## src/usart_pkg.sv

```systemverilog
package usart_pkg;
  // =====================================================
  // register indices (byte address = 4 * index)
  localparam logic [3:0] IDX_RXDL = 4'h0;
  localparam logic [3:0] IDX_RXDH = 4'h1;
  localparam logic [3:0] IDX_TXDL = 4'h2;
  localparam logic [3:0] IDX_TXDH = 4'h3;
  localparam logic [3:0] IDX_STAT = 4'h4;
  localparam logic [3:0] IDX_CTLA = 4'h5;
  localparam logic [3:0] IDX_CTLB = 4'h6;
  localparam logic [3:0] IDX_CTLC = 4'h7;
  localparam logic [3:0] IDX_BAUD = 4'h8;
  localparam logic [3:0] IDX_CTLD = 4'hA;
  localparam logic [3:0] IDX_DBGC = 4'hB;
  localparam logic [3:0] IDX_EVCT = 4'hC;
  localparam logic [3:0] IDX_TXPL = 4'hD;
  localparam logic [3:0] IDX_RXPL = 4'hE;
  // =====================================================
  // field positions
  localparam int CA_RX_IE = 7;
  localparam int CA_TXD_IE = 6;
  localparam int CA_TXE_IE = 5;
  localparam int CA_RXS_IE = 4;
  localparam int CA_SYN_IE = 2;
  localparam int CB_SFDEN = 4;
  localparam int CB_MPM = 0;
  localparam int ST_TXD = 6;
  localparam int ST_RXS = 4;
  localparam int ST_ISF = 3;
  localparam int EV_IREN = 0;
  // =====================================================
  // field encodings
  localparam logic [2:0] CHS_8BIT = 3'h3;
  localparam logic [2:0] CHS_9LF = 3'h6;
  localparam logic [2:0] CHS_9HF = 3'h7;
  localparam logic [2:0] CHS_BASE = 3'h5;
  localparam logic [1:0] CM_SYNC = 2'h1;
  localparam logic [1:0] CM_MSPI = 2'h3;
  localparam logic [1:0] PM_EVEN = 2'h2;
  localparam logic [1:0] PM_ODD = 2'h3;
  // =====================================================
  // receive buffer entry: {frame err, parity err, data[8:0]}
  localparam int ENT_W = 11;
  localparam int E_FRM = 10;
  localparam int E_PAR = 9;
  localparam int BUF_DEPTH = 2;
  localparam logic [1:0] CNT_FULL = 2'h2;
  localparam logic [1:0] CNT_ONE = 2'h1;
  localparam logic [1:0] CNT_NONE = 2'h0;
  // =====================================================
  // reset values
  localparam logic [7:0] REG_RST = 8'h00;
  localparam logic [15:0] BAUD_RST = 16'h0000;
  localparam logic [31:0] WORD_RST = 32'h0000_0000;
endpackage : usart_pkg

```

## src/rx_frame_buffer.sv

```systemverilog
`timescale 1ns/1ns
module rx_frame_buffer
  import usart_pkg::*;
(
  input wire logic clk,
  input wire logic rst_n,
  input wire logic push,
  input wire logic [ENT_W-1:0] push_data,
  input wire logic pop,
  output logic [ENT_W-1:0] head,
  output logic [1:0] count
);
  // =====================================================
  // two-entry store, oldest at rd_ptr
  logic [ENT_W-1:0] mem [BUF_DEPTH];
  logic rd_ptr;
  logic wr_ptr;
  logic do_push;
  logic do_pop;
  logic [1:0] next_count;

  // push accepted when room, or when a pop frees a slot
  assign do_pop = pop && (count != CNT_NONE);
  assign do_push = push && ((count != CNT_FULL) || do_pop);
  assign next_count = 2'(count + {1'b0, do_push} - {1'b0, do_pop});
  // oldest frame, zero when empty
  assign head = (count != CNT_NONE) ? mem[rd_ptr] : ENT_W'(0);

  // pointers and fill level
  always_ff @(posedge clk or negedge rst_n) begin
    if (!rst_n) begin
      rd_ptr <= 1'b0;
      wr_ptr <= 1'b0;
      count <= CNT_NONE;
    end else begin
      rd_ptr <= rd_ptr ^ do_pop;
      wr_ptr <= wr_ptr ^ do_push;
      count <= next_count;
    end
  end

  // storage, no reset needed
  always_ff @(posedge clk) begin
    if (do_push) begin
      mem[wr_ptr] <= push_data;
    end
  end
endmodule : rx_frame_buffer

```

## src/usart_mp_rx.sv

```systemverilog
`timescale 1ns/1ns
// Overview of operation
// RL1 - writing one to multiproc_mode_en enables address filtering, zero disables it
// RL2 - with five to eight data bits the first stop bit gives frame type
// RL3 - with nine data bits the ninth data bit gives frame type
// RL4 - frame type one means address frame, zero means data frame
// RL5 - senders using five to eight bits must send two stop bits
// RL6 - in multiprocessor mode data frames are dropped, address frames kept
// RL7 - addressed client clears mode for data, sets it again afterwards
// RL8 - in host synchronous or host SPI mode emit the transfer clock event
// RL9 - infrared event input is taken as a synchronous pulse source
// RL10 - receive vector: unread data, start detect or sync error, each enabled
// RL11 - empty vector raised while transmit buffer empty and its enable set
// RL12 - done vector raised when frame fully sent, buffer empty, enable set (TX_SHIFT_DONE alone sets the flag, TX_BUF_EMPTY not checked)
// RL13 - request stands while flag and enable are set, until flag clears
// RL14 - two frames buffered; registers always show the oldest one
// RL15 - nine-bit low-first: high register read advances; otherwise low register
// RL16 - software reads the non-advancing register first, then the advancing one
// RL17 - low receive register gives low eight data bits, read-only, reset zero
// RL18 - receive complete flag follows unread data, in status and high register
// RL19 - overrun: buffer full, frame pending, new start; cleared by data read
// RL20 - frame error set when first stop bit is zero, clear when one
// RL21 - high register bits: 7 complete, 6 overrun, 2 frame, 1 parity, 0 data
// RL22 - parity error set when checking enabled and parity mismatches
// RL23 - nine-bit frames carry the top data bit in bit zero
module usart_mp_rx
  import usart_pkg::*;
(
  input wire logic CLK,
  input wire logic RST_N,
  input wire logic HSEL,
  input wire logic [31:0] HADDR,
  input wire logic [1:0] HTRANS,
  input wire logic HWRITE,
  input wire logic [2:0] HSIZE,
  input wire logic [31:0] HWDATA,
  input wire logic HREADY,
  output logic [31:0] HRDATA,
  output logic HREADYOUT,
  output logic HRESP,
  input wire logic RX_START,
  input wire logic RX_FRAME_VALID,
  input wire logic [8:0] RX_FRAME_DATA,
  input wire logic RX_STOP1,
  input wire logic RX_PARITY,
  input wire logic TX_BUF_EMPTY,
  input wire logic TX_SHIFT_DONE,
  input wire logic SYNC_ERR,
  input wire logic XFER_CLK_IN,
  input wire logic IRDA_EVENT_IN,
  output logic RX_COMPLETE_VECTOR,
  output logic TX_EMPTY_VECTOR,
  output logic TX_DONE_VECTOR,
  output logic XFER_CLOCK_EVT,
  output logic IR_RX_SRC,
  output logic TX_LOAD,
  output logic [8:0] TX_DATA
);
  // =====================================================
  // parity of the data bits that the character size uses
  function automatic logic data_parity(input logic [8:0] d, input logic [2:0] chs);
    logic [8:0] mask;
    mask = 9'h0FF;
    if (chs == CHS_9LF || chs == CHS_9HF) begin
      mask = 9'h1FF;
    end else if (chs <= CHS_8BIT) begin
      mask = 9'((9'h1 << (4'(chs) + 4'(CHS_BASE))) - 9'h1);
    end
    return ^(d & mask);
  endfunction : data_parity

  // =====================================================
  // bus slave: address phase capture
  logic dp_valid;
  logic dp_write;
  logic [3:0] dp_idx;
  logic [31:0] rdata;
  logic acc;
  logic addr_ok;
  logic [3:0] idx;
  logic rd_now;
  logic wr_now;

  // accepted transfer and its register index
  assign acc = HSEL && HTRANS[1] && HREADY;
  assign idx = HADDR[5:2];
  assign addr_ok = (HADDR[31:6] == 26'h0);
  assign rd_now = acc && !HWRITE && addr_ok;
  assign wr_now = dp_valid && dp_write;
  assign HREADYOUT = 1'b1;
  assign HRESP = 1'b0;
  assign HRDATA = rdata;

  // data phase state
  always_ff @(posedge CLK or negedge RST_N) begin
    if (!RST_N) begin
      dp_valid <= 1'b0;
      dp_write <= 1'b0;
      dp_idx <= IDX_RXDL;
    end else begin
      dp_valid <= acc && addr_ok;
      dp_write <= HWRITE;
      dp_idx <= idx;
    end
  end

  // =====================================================
  // software registers
  logic [7:0] ctla;
  logic [7:0] ctlb;
  logic [7:0] ctlc;
  logic [7:0] ctld;
  logic [7:0] dbgc;
  logic [7:0] evct;
  logic [7:0] txpl;
  logic [7:0] rxpl;
  logic [15:0] baud;
  logic [7:0] tx_lo;
  logic tx_hi;
  logic [7:0] wb;

  // write strobes per register
  assign wb = HWDATA[7:0];
  wire we_ctla = wr_now && (dp_idx == IDX_CTLA);
  wire we_ctlb = wr_now && (dp_idx == IDX_CTLB);
  wire we_ctlc = wr_now && (dp_idx == IDX_CTLC);
  wire we_ctld = wr_now && (dp_idx == IDX_CTLD);
  wire we_dbgc = wr_now && (dp_idx == IDX_DBGC);
  wire we_evct = wr_now && (dp_idx == IDX_EVCT);
  wire we_txpl = wr_now && (dp_idx == IDX_TXPL);
  wire we_rxpl = wr_now && (dp_idx == IDX_RXPL);
  wire we_baud = wr_now && (dp_idx == IDX_BAUD);
  wire we_txlo = wr_now && (dp_idx == IDX_TXDL);
  wire we_txhi = wr_now && (dp_idx == IDX_TXDH);
  wire we_stat = wr_now && (dp_idx == IDX_STAT);

  // mode decode
  wire [2:0] chs = ctlc[2:0];
  wire [1:0] cmode = ctlc[7:6];
  wire [1:0] pmode = ctlc[5:4];
  wire nine = (chs == CHS_9LF) || (chs == CHS_9HF);
  wire nine_lf = (chs == CHS_9LF);
  wire spi_host = (cmode == CM_MSPI);
  wire host_sync = (cmode == CM_SYNC) || spi_host;
  wire mp_mode = ctlb[CB_MPM];
  wire par_en = (pmode == PM_EVEN) || (pmode == PM_ODD);

  // control register storage
  always_ff @(posedge CLK or negedge RST_N) begin
    if (!RST_N) begin
      ctla <= REG_RST;
      ctlb <= REG_RST;
      ctlc <= REG_RST;
      ctld <= REG_RST;
      dbgc <= REG_RST;
      evct <= REG_RST;
      txpl <= REG_RST;
      rxpl <= REG_RST;
      baud <= BAUD_RST;
    end else begin
      if (we_ctla) ctla <= wb;
      if (we_ctlb) ctlb <= wb; // RL1
      if (we_ctlc) ctlc <= wb;
      if (we_ctld) ctld <= wb;
      if (we_dbgc) dbgc <= wb;
      if (we_evct) evct <= wb;
      if (we_txpl) txpl <= wb;
      if (we_rxpl) rxpl <= {1'b0, wb[6:0]};
      if (we_baud) baud <= HWDATA[15:0];
    end
  end

  // =====================================================
  // transmit data holding and load strobe
  wire tx_shift_wr = nine_lf ? we_txhi : we_txlo;

  always_ff @(posedge CLK or negedge RST_N) begin
    if (!RST_N) begin
      tx_lo <= REG_RST;
      tx_hi <= 1'b0;
      TX_LOAD <= 1'b0;
      TX_DATA <= 9'h000;
    end else begin
      if (we_txlo) tx_lo <= wb;
      if (we_txhi) tx_hi <= wb[0];
      TX_LOAD <= tx_shift_wr;
      if (tx_shift_wr) TX_DATA <= {we_txhi ? wb[0] : tx_hi, we_txlo ? wb : tx_lo};
    end
  end

  // =====================================================
  // frame intake and filtering
  logic [1:0] cnt;
  logic [ENT_W-1:0] head;
  logic pend_valid;
  logic [ENT_W-1:0] pend_data;
  logic ovf;
  logic fr_type;
  logic keep;
  logic frm_bit;
  logic par_bit;
  logic [ENT_W-1:0] entry;
  logic pop;
  logic pop_ok;
  logic full;
  logic move_pend;
  logic push;
  logic to_pend;
  logic [ENT_W-1:0] push_data;

  // frame type from stop slot or ninth bit
  assign fr_type = nine ? RX_FRAME_DATA[8] : RX_STOP1; // RL2 RL3
  // address frames pass in multiprocessor mode
  assign keep = RX_FRAME_VALID && (!mp_mode || fr_type); // RL4 RL6
  assign frm_bit = !spi_host && !RX_STOP1; // RL20
  assign par_bit = !spi_host && par_en && // RL22
    (RX_PARITY != (data_parity(RX_FRAME_DATA, chs) ^ (pmode == PM_ODD)));
  assign entry = {frm_bit, par_bit, nine ? RX_FRAME_DATA[8] : 1'b0, // RL23
    RX_FRAME_DATA[7:0]};

  // read of the advancing register pops the oldest frame
  assign pop = rd_now && (idx == (nine_lf ? IDX_RXDH : IDX_RXDL)); // RL15
  assign pop_ok = pop && (cnt != CNT_NONE);
  assign full = (cnt == CNT_FULL);
  // frame parked in the shift stage moves in once a slot frees
  assign move_pend = pend_valid && pop_ok;
  assign push = move_pend || (keep && !pend_valid && (!full || pop_ok));
  assign push_data = move_pend ? pend_data : entry;
  assign to_pend = keep && (move_pend || (!pend_valid && full && !pop_ok));

  // two-frame receive store
  rx_frame_buffer u_buf (
    .clk(CLK),
    .rst_n(RST_N),
    .push(push),
    .push_data(push_data),
    .pop(pop),
    .head(head),
    .count(cnt)
  );

  // shift-stage holding slot
  always_ff @(posedge CLK or negedge RST_N) begin
    if (!RST_N) begin
      pend_valid <= 1'b0;
      pend_data <= ENT_W'(0);
    end else begin
      pend_valid <= to_pend || (pend_valid && !move_pend);
      if (to_pend) pend_data <= entry;
    end
  end

  // overrun flag, a new set beats the read clear
  wire ovf_set = RX_START && full && pend_valid && !spi_host; // RL19
  always_ff @(posedge CLK or negedge RST_N) begin
    if (!RST_N) begin
      ovf <= 1'b0;
    end else begin
      ovf <= ovf_set || (ovf && !pop_ok); // RL19
    end
  end

  // =====================================================
  // status flags
  logic rxd_flag;
  logic txd_flag;
  logic rxs_flag;
  logic isf_flag;
  logic txe_flag;

  assign rxd_flag = (cnt != CNT_NONE); // RL18
  assign txe_flag = TX_BUF_EMPTY;

  // write-one-to-clear flags, set wins
  always_ff @(posedge CLK or negedge RST_N) begin
    if (!RST_N) begin
      txd_flag <= 1'b0;
      rxs_flag <= 1'b0;
      isf_flag <= 1'b0;
    end else begin
      txd_flag <= TX_SHIFT_DONE || (txd_flag && !(we_stat && wb[ST_TXD]));
      rxs_flag <= (RX_START && ctlb[CB_SFDEN] && !spi_host) ||
        (rxs_flag && !(we_stat && wb[ST_RXS]));
      isf_flag <= SYNC_ERR || (isf_flag && !(we_stat && wb[ST_ISF]));
    end
  end

  // =====================================================
  // interrupt vectors from flag and enable
  assign RX_COMPLETE_VECTOR = (rxd_flag && ctla[CA_RX_IE]) || // RL10 RL13
    (rxs_flag && ctla[CA_RXS_IE]) || (isf_flag && ctla[CA_SYN_IE]);
  assign TX_EMPTY_VECTOR = txe_flag && ctla[CA_TXE_IE]; // RL11 RL13
  assign TX_DONE_VECTOR = txd_flag && ctla[CA_TXD_IE]; // RL12 RL13

  // =====================================================
  // event generator and event user
  always_ff @(posedge CLK or negedge RST_N) begin
    if (!RST_N) begin
      XFER_CLOCK_EVT <= 1'b0;
      IR_RX_SRC <= 1'b0;
    end else begin
      XFER_CLOCK_EVT <= host_sync && XFER_CLK_IN; // RL8
      IR_RX_SRC <= evct[EV_IREN] && IRDA_EVENT_IN; // RL9
    end
  end

  // =====================================================
  // read data selection
  logic [7:0] rxdh;
  logic [7:0] stat;
  logic [31:0] rd_mux;

  // high data register layout
  assign rxdh = {rxd_flag, ovf, 3'h0, head[E_FRM], head[E_PAR], head[8]}; // RL21
  assign stat = {rxd_flag, txd_flag, txe_flag, rxs_flag, isf_flag, 3'h0}; // RL18
  assign rd_mux =
    (idx == IDX_RXDL) ? {24'h0, head[7:0]} : // RL14 RL17
    (idx == IDX_RXDH) ? {24'h0, rxdh} : // RL14
    (idx == IDX_TXDL) ? {24'h0, tx_lo} :
    (idx == IDX_TXDH) ? {31'h0, tx_hi} :
    (idx == IDX_STAT) ? {24'h0, stat} :
    (idx == IDX_CTLA) ? {24'h0, ctla} :
    (idx == IDX_CTLB) ? {24'h0, ctlb} :
    (idx == IDX_CTLC) ? {24'h0, ctlc} :
    (idx == IDX_BAUD) ? {16'h0, baud} :
    (idx == IDX_CTLD) ? {24'h0, ctld} :
    (idx == IDX_DBGC) ? {24'h0, dbgc} :
    (idx == IDX_EVCT) ? {24'h0, evct} :
    (idx == IDX_TXPL) ? {24'h0, txpl} :
    (idx == IDX_RXPL) ? {24'h0, rxpl} : WORD_RST;

  // read word captured in the address phase
  always_ff @(posedge CLK or negedge RST_N) begin
    if (!RST_N) begin
      rdata <= WORD_RST;
    end else if (acc && !HWRITE) begin
      rdata <= addr_ok ? rd_mux : WORD_RST;
    end
  end
endmodule : usart_mp_rx

```

## config.mk

```make
export PLATFORM = sky130hd
export DESIGN_NAME = usart_mp_rx
export DESIGN_NICKNAME = d
export VERILOG_FILES = /design/src/usart_pkg.sv /design/src/rx_frame_buffer.sv /design/src/usart_mp_rx.sv
export SDC_FILE = /design/constraint.sdc
export NUM_CORES = 1
export LEC_CHECK = 0
export ABC_AREA = 0
export BUFFER_PORTS_ARGS = -buffer_cell sky130_fd_sc_hd__buf_2
export CORE_MARGIN = 10
export CORE_UTILIZATION = 51
export CTS_CLUSTER_DIAMETER = 80
export DETAILED_ROUTE_END_ITERATION = 10
export GPL_TIMING_DRIVEN = 1
export HOLD_SLACK_MARGIN = 0.06
export PLACE_DENSITY = 0.74
export REMOVE_ABC_BUFFERS = 1
export SLEW_MARGIN = 20
export SYNTH_ARGS = -nofsm -noshare
export SYNTH_HDL_FRONTEND = slang
export SYNTH_SLANG_ARGS = --single-unit
```

## constraint.sdc

```tcl
create_clock -name CLK -period 3.25 [get_ports CLK]
set_clock_uncertainty 0.1 [all_clocks]
set_input_delay 0.325 -clock CLK [delete_from_list [all_inputs] [get_ports CLK]]
set_output_delay 0.325 -clock CLK [all_outputs]
set_load 0.01 [all_outputs]
```

==> out/results.txt, run 1 <==
Switching power: 0.001162 W
Clock buffer depth: 2
Avg Inst Size Synth: 12.05 um^2
Post-CTS Setup Bufs: 0
Synth Cell Area: 7926 um^2
Fin util: 61.12%
Internal: 0.003644 W
Clock slew at reported path FFs: 0.06 ns
# H-tree levels: 4
Critical path class: reg -> reg
Commonest cells in the netlist: 142 x dfrtp_1, 91 x mux2_2, 37 x nor2_1, 33 x nand2_1, 32 x a21oi_1
Fin Setup TNS: 0 ns
Die area: 20,930 um^2
Type of origin of the critical path: register
Critical path fanouts, max: 12
Crit path from: ctlc[0]
Post-synth ARST share: 86.59%
Hold Path Class: in -> reg
Placeable Area: 15,200 um^2
# DRC: 0
Dpl hpwl: 14,460 um
Hold Startpoint: RX_FRAME_DATA[3]
Initial Util: 52.14%
Data arrival time of the worst path: 2.94 ns
Max VDD drop: 405.1 uV
Power per Cell Area: 517.3 nW/um^2
RD Place Congestion: 1.031
Clock Power Share: 42.3%
Placed Cells: 924
Synth unique cells: 69
Post-synth EDFFs: 22
Tmin final: 2.723 ns
Cell with the most instances after synthesis: dfrtp_1
CP Data Required Time: 3.47 ns
Starting DRC count in detailed routing: 581
CP max stage delay: 0.48 ns
Worst slew pin tran: 0.9511 ns
CTS Buf Count: 17
Final non-filler cell total: 970
Fmax: 0.3672 GHz
Top cells by area, synth: dfrtp_1 45%, mux2_2 13%, edfxtp_1 8.3%
Initial antenna violation count: 0
Max Transition Viols Final: 0
Number of diodes: 0
First-pass GRT wire length: 31,860 um
Vias/cell: 5.946
All-Layer GR Usage: 19.59%
Pleak: 4.280 nW
Drt first pass iters: 6
Die Span Y: 144.7 um
Period utilization: 83.79%
Root Buffer: clkbuf_16
YS warnings: 0
WL/cell: 20.86 um
Resized Gates After CTS: 0
Remaining antenna violation count: 0
Sequential Power Share: 47.0%
Status: finished clean
Largest net degree at the start of global routing: 62
CP endpoint kind: register
RSZ-0062 raised after global routing: no
Sw Ratio: 24.18%
GRT overflow: 0
CTS tree: done
Worst reg2reg startpoint: ctlc[0]
Critical Path Most Common Cell: nand2_4
Sequential cell area fraction in the yosys report: 53.16%
Layout area overhead: 17.22%
IO Count: 141
Synth area leader: dfrtp_1
Worst path cell trace: nand3b_1, xnor2_1, and3_1, nand2_4, clkinv_4, nand2_4, a21oi_4, mux2_2
Via count: 5,768
Hold Vio Cnt, Final: 0
Main flop type after synthesis: dfrtp_1
Hold Buf Count CTS: 14
Vias in the first global route: 5,880
Max transition margin: 36.36%
TritonCTS Sinks: 164
IO buf count: 100
Setup violators final: 0
Slowest cell on crit path: a21oi_4
Gate power share: 10.8%
Clock latency at the later pin of the worst-skew pair: 0.43 ns
Final #Nets: 866
Row cnt: 45
Total detailed-routing wirelength: 20,230 um
Yosys reg bits: 164
Cells after synthesis: 658
MaxCap Viol Count: 0
Fraction of layout cells with a size suffix above 1: 32.86%
Top-area cell type share of the netlist area: 44.83%
Die Span X: 144.7 um
## cell type report
type / count / area, um^2
sequential: 164 / 4214
clock buffer: 22 / 484.2
clock inverter: 10 / 123.9
fill: 1205 / 5911
tap: 188 / 235.2
inverter: 17 / 68.82
multi-input combinational: 442 / 3408
timing repair buffer: 127 / 757.0
## cell usage in the layout, fill, tap and decap left out, types with 4 or more instances in the layout
cell / synthesis / routed
nand4_1: 4 / 4
nor2b_1: 8 / 8
mux2_4: 9 / 9
xnor2_1: 14 / 14
edfxtp_1: 22 / 22
clkinv_4: 1 / 5
clkbuf_16: 0 / 17
o21a_1: 4 / 4
a211oi_1: 4 / 4
buf_4: 18 / 12
dfrtp_1: 142 / 142
and2_1: 7 / 7
mux2_2: 91 / 91
inv_1: 14 / 14
o32ai_1: 5 / 5
dlygate4sd3_1: 0 / 14
a22o_1: 14 / 14
clkbuf_8: 0 / 4
a21oi_1: 32 / 32
o31ai_1: 4 / 4
mux2_1: 16 / 16
nor4_1: 8 / 8
nand2b_1: 5 / 5
nand2_1: 33 / 33
o22ai_1: 8 / 8
conb_1: 2 / 18
nand3_1: 10 / 10
buf_2: 10 / 99
o21ai_0: 24 / 24
mux2i_1: 18 / 18
ha_1: 5 / 5
nor2_1: 37 / 37
nor3_1: 8 / 8
and3_1: 4 / 4
## routing by layer
| metal | GRT usage [%] | share of wire [%] | vias up | wire, um |
|---|---|---|---|---|
| li1 | - | - | 2589 | - |
| met5 | 0 | 0 | - | 0 |
| met3 | 4.628 | 7.3 | 49 | 1475 |
| met2 | 31.22 | 49 | 249 | 9922 |
| met1 | 25.26 | 41 | 2881 | 8282 |
| met4 | 7.819 | 2.7 | 0 | 551 |
## kinds of logic (layout without fill, tap and decap cells)
logic type / Yosys count / after routing / share of synthesized area [%]
mux: 135 / 135 / 19.46
flops: 164 / 164 / 53.16
other cells: 2 / 18 / 0.09475
xor+xnor: 16 / 16 / 1.768
simple gates: 143 / 143 / 9.345
compound gates: 124 / 124 / 10.66
buf+inv: 68 / 176 / 4.593
fa+ha+maj: 6 / 6 / 0.9156
## final timing paths
kind	endpoint	slack (ns)	depth (start not counted)
max in group asynchronous	HRDATA[5]	1.94	3
min in group asynchronous	txpl[7]	0.33	2
worst max-delay path	pend_data[10]	0.53	8
worst min-delay path	pend_data[3]	0.07	2
worst max register to register	pend_data[10]	0.53	8
worst min register to register	ovf	0.37	2
## registers in the layout, indices dropped and copies added (netlist names), 9 cells and up
| signal | flops |
|---|---|
| HRDATA | 16 |
| TX_DATA | 9 |
| baud | 16 |
| pend_data | 11 |
| u_buf.mem | 22 |
## worst max-delay path, delay by kind of cell, from the launching register on
family	cells	cell delay (ns)
compound gates	1	0.48
xor+xnor	1	0.30
buf+inv	1	0.09
flops	1	0.45
mux	1	0.40
simple gates	4	0.79
## power groups by stage
stage	combinational, W	clock, W	sequential (W)
6_report	0.000519	0.00203	0.00226
5_1_grt	0.000570	0.00215	0.00227
4_1_cts	0.000518	0.00204	0.00226
3_5_place_dp	0.000499	0	0.00229
3_3_place_gp	0.000483	0	0.00228
2_1_floorplan	0.000292	0	0.00227
## stage by stage
stage          power (W)  cell area (um^2)  setup slack [ns]  hold WS (ns)
2_1_floorplan   0.002562              7691            0.7875      -0.07059
3_3_place_gp    0.002767              8543            0.5295        0.2463
3_5_place_dp    0.002791              8543            0.4777        0.2515
4_1_cts         0.004819              9291            0.5277       0.06064
5_1_grt         0.004986              9291            0.4189       0.07093
6_report        0.004806              9291            0.5269       0.06822
Power figures use the tool's default switching activity.
==> inputs of run 2 (changes only) <==
--- a/config.mk
+++ b/config.mk
@@ -13,7 +13,7 @@
 export DETAILED_ROUTE_END_ITERATION = 10
 export GPL_TIMING_DRIVEN = 1
 export HOLD_SLACK_MARGIN = 0.06
-export PLACE_DENSITY = 0.74
+export PLACE_DENSITY = 0.77
 export REMOVE_ABC_BUFFERS = 1
 export SLEW_MARGIN = 20
 export SYNTH_ARGS = -nofsm -noshare
==> constraint.sdc (replaced) <==
create_clock -name CLK -period 2.4 [get_ports CLK]
set_clock_uncertainty 0.1 [all_clocks]
set_input_delay 0.24 -clock CLK [delete_from_list [all_inputs] [get_ports CLK]]
set_output_delay 0.24 -clock CLK [all_outputs]
set_load 0.01 [all_outputs]
==> run 2 against run 1 <==
Net effect:
- register-to-register slack worse by 0.45 ns
- critical path depth stayed put
- maximum frequency is 17% higher
- combinational power is 45% higher
- final area is 5.2% higher
- worst setup slack worse by 0.45 ns
- critical path type unchanged
==> out/results.txt, run 2 (synthesis gave the netlist of run 1 again) <==
Status: finished clean (unchanged)
CP top delay family: adder cells (was simple AND/OR/NAND/NOR gates)
Layout area overhead: 23.35% (was 17.22%)
Max VDD drop: 500.2 uV (was 405.1 uV)
Fmax: 0.4298 GHz (was 0.3672 GHz)
Hold Path Class: in -> reg (unchanged)
TritonCTS Sinks: 164 (unchanged)
Clock buffer depth: 2 (unchanged)
First-pass GRT wire length: 33,030 um (was 31,860 um)
Number of diodes: 0 (unchanged)
MaxCap Viol Count: 0 (unchanged)
Worst slew pin tran: 0.6283 ns (was 0.9511 ns)
Period utilization: 96.94% (was 83.79%)
Fin Setup TNS: 0 ns (unchanged)
Initial antenna violation count: 0 (unchanged)
# H-tree levels: 4 (unchanged)
Final #Nets: 921 (was 866)
Critical path class: reg -> reg (unchanged)
Post-CTS Setup Bufs: 0 (unchanged)
Pleak: 4.545 nW (was 4.280 nW)
CTS tree: done (unchanged)
Buf+Inv Stages, Crit Path: 0 (was 1)
CP endpoint kind: register (unchanged)
Largest register FFs: 22 (unchanged)
Slowest cell on crit path: dfrtp_1 (was a21oi_4)
Die Span Y: 144.7 um (unchanged)
Via count: 5,906 (was 5,768)
RD Place Congestion: 0.9489 (was 1.031)
Root Buffer: clkbuf_16 (unchanged)
All-Layer GR Usage: 20.43% (was 19.59%)
Data arrival time of the worst path: 2.40 ns (was 2.94 ns)
Die area: 20,930 um^2 (unchanged)
Setup violators final: 0 (unchanged)
Fraction of layout cells with a size suffix above 1: 35.72% (was 32.86%)
Dpl hpwl: 15,210 um (was 14,460 um)
Vias/cell: 5.762 (was 5.946)
Remaining antenna violation count: 0 (unchanged)
Most flop-heavy register: u_buf.mem (unchanged)
Die Span X: 144.7 um (unchanged)
Initial Util: 52.14% (unchanged)
Fin util: 64.31% (was 61.12%)
Hold Vio Cnt, Final: 0 (unchanged)
Row cnt: 45 (unchanged)
Clock latency at the later pin of the worst-skew pair: 0.42 ns (was 0.43 ns)
WL/cell: 20.33 um (was 20.86 um)
Type of origin of the critical path: register (unchanged)
CTS Buf Count: 17 (unchanged)
# DRC: 0 (unchanged)
Starting DRC count in detailed routing: 481 (was 581)
GRT overflow: 0 (unchanged)
IO Count: 141 (unchanged)
Max Transition Viols Final: 0 (unchanged)
CP Data Required Time: 2.47 ns (was 3.47 ns)
Largest net degree at the start of global routing: 65 (was 62)
Clock slew at reported path FFs: 0.06 ns (about the same)
Critical Path Most Common Cell: xnor2_1 (was nand2_4)
IO buf count: 100 (unchanged)
Max transition margin: 57.79% (was 36.36%)
Critical path fanouts, max: 2 (was 12)
CP max stage delay: 0.37 ns (was 0.48 ns)
Worst path cell trace: and2_1, ha_1, maj3_2, o21ai_2, xnor2_1, xnor2_1, and3_1, mux2_2 (was nand3b_1, xnor2_1, and3_1, nand2_4, clkinv_4, nand2_4, a21oi_4, mux2_2)
Most frequent cells in the layout: 142 x dfrtp_1, 98 x buf_2, 92 x mux2_2 (was 142 x dfrtp_1, 99 x buf_2, 91 x mux2_2)
Most common cell after layout, fill and taps aside: dfrtp_1 (unchanged)
Drt first pass iters: 6 (unchanged)
Tmin final: 2.327 ns (was 2.723 ns)
Placeable Area: 15,200 um^2 (unchanged)
Total detailed-routing wirelength: 20,840 um (was 20,230 um)
Power per Cell Area: 663.4 nW/um^2 (was 517.3 nW/um^2)
Vias in the first global route: 6,169 (was 5,880)
==> run 2: cell type report <==
cell class / count / area (um^2)
clock inverter: 15 / 160.2
sequential: 164 / 4214
timing repair buffer: 182 / 1260
inverter: 17 / 68.82
multi-input combinational: 442 / 3413
tap: 188 / 235.2
clock buffer: 17 / 425.4
fill: 1115 / 5425
==> run 2: path summary, 6_finish.rpt <==
check,startpoint,to,slack (ns),depth (start not counted)
hold reg to reg,HRDATA[1],HRDATA[1],0.38,2
max in group asynchronous,RST_N,HRDATA[4],1.25,3
min in group asynchronous,RST_N,evct[2],0.29,2
setup / recovery,ctlc[0],u_buf.mem[1][9],0.07,8
setup reg to reg,ctlc[0],u_buf.mem[1][9],0.07,8
hold / removal,HWDATA[1],ctlc[1],0.11,3
==> run 2: routing by layer <==
metal / wire length, um / global-route usage [%]
met5: 0 / 0
met4: 392 / 6.596
met3: 1484 / 4.922
met2: 10170 / 33.20
met1: 8791 / 26.33
==> run 2: power breakdown <==
group	switching, W	total, W	internal, W
Clock	0.00115	0.00268	0.00154
Sequential	0.0000870	0.00305	0.00296
Combinational	0.000394	0.000751	0.000358
Total	0.00163	0.00649	0.00486
==> run 2: metrics by stage <==
stage | std cells | worst slack [ns] | power, W | cell area, um^2 | hold WS [ns]
final | 1025 | 0.07347 | 0.006486 | 9777 | 0.1104
after global routing | 1025 | -0.006100 | 0.006746 | 9777 | 0.1062
after CTS | 1025 | 0.01260 | 0.006512 | 9769 | 0.08840
after detailed placement | 964 | -0.09687 | 0.003803 | 8894 | 0.1904
after global placement | 964 | -0.04225 | 0.003776 | 8894 | 0.1712
after floorplan | 623 | -0.02539 | 0.003470 | 7691 | -0.1556
==> run 2: timing repair <==
| action | in CTS | in global routing |
|---|---|---|
| endpoints found under the setup margin | 2 | 3 |
| resized for setup | 2 | 4 |
| pin swaps | 5 | 2 |
| hold buffers | 29 | 0 |
| hold endpoints to repair | 95 | 0 |
==> run 2: worst min-delay path, stage by stage <==
cell and delay (ns):
buf_2 0.17, nand2_1 0.08, o21ai_0 0.09
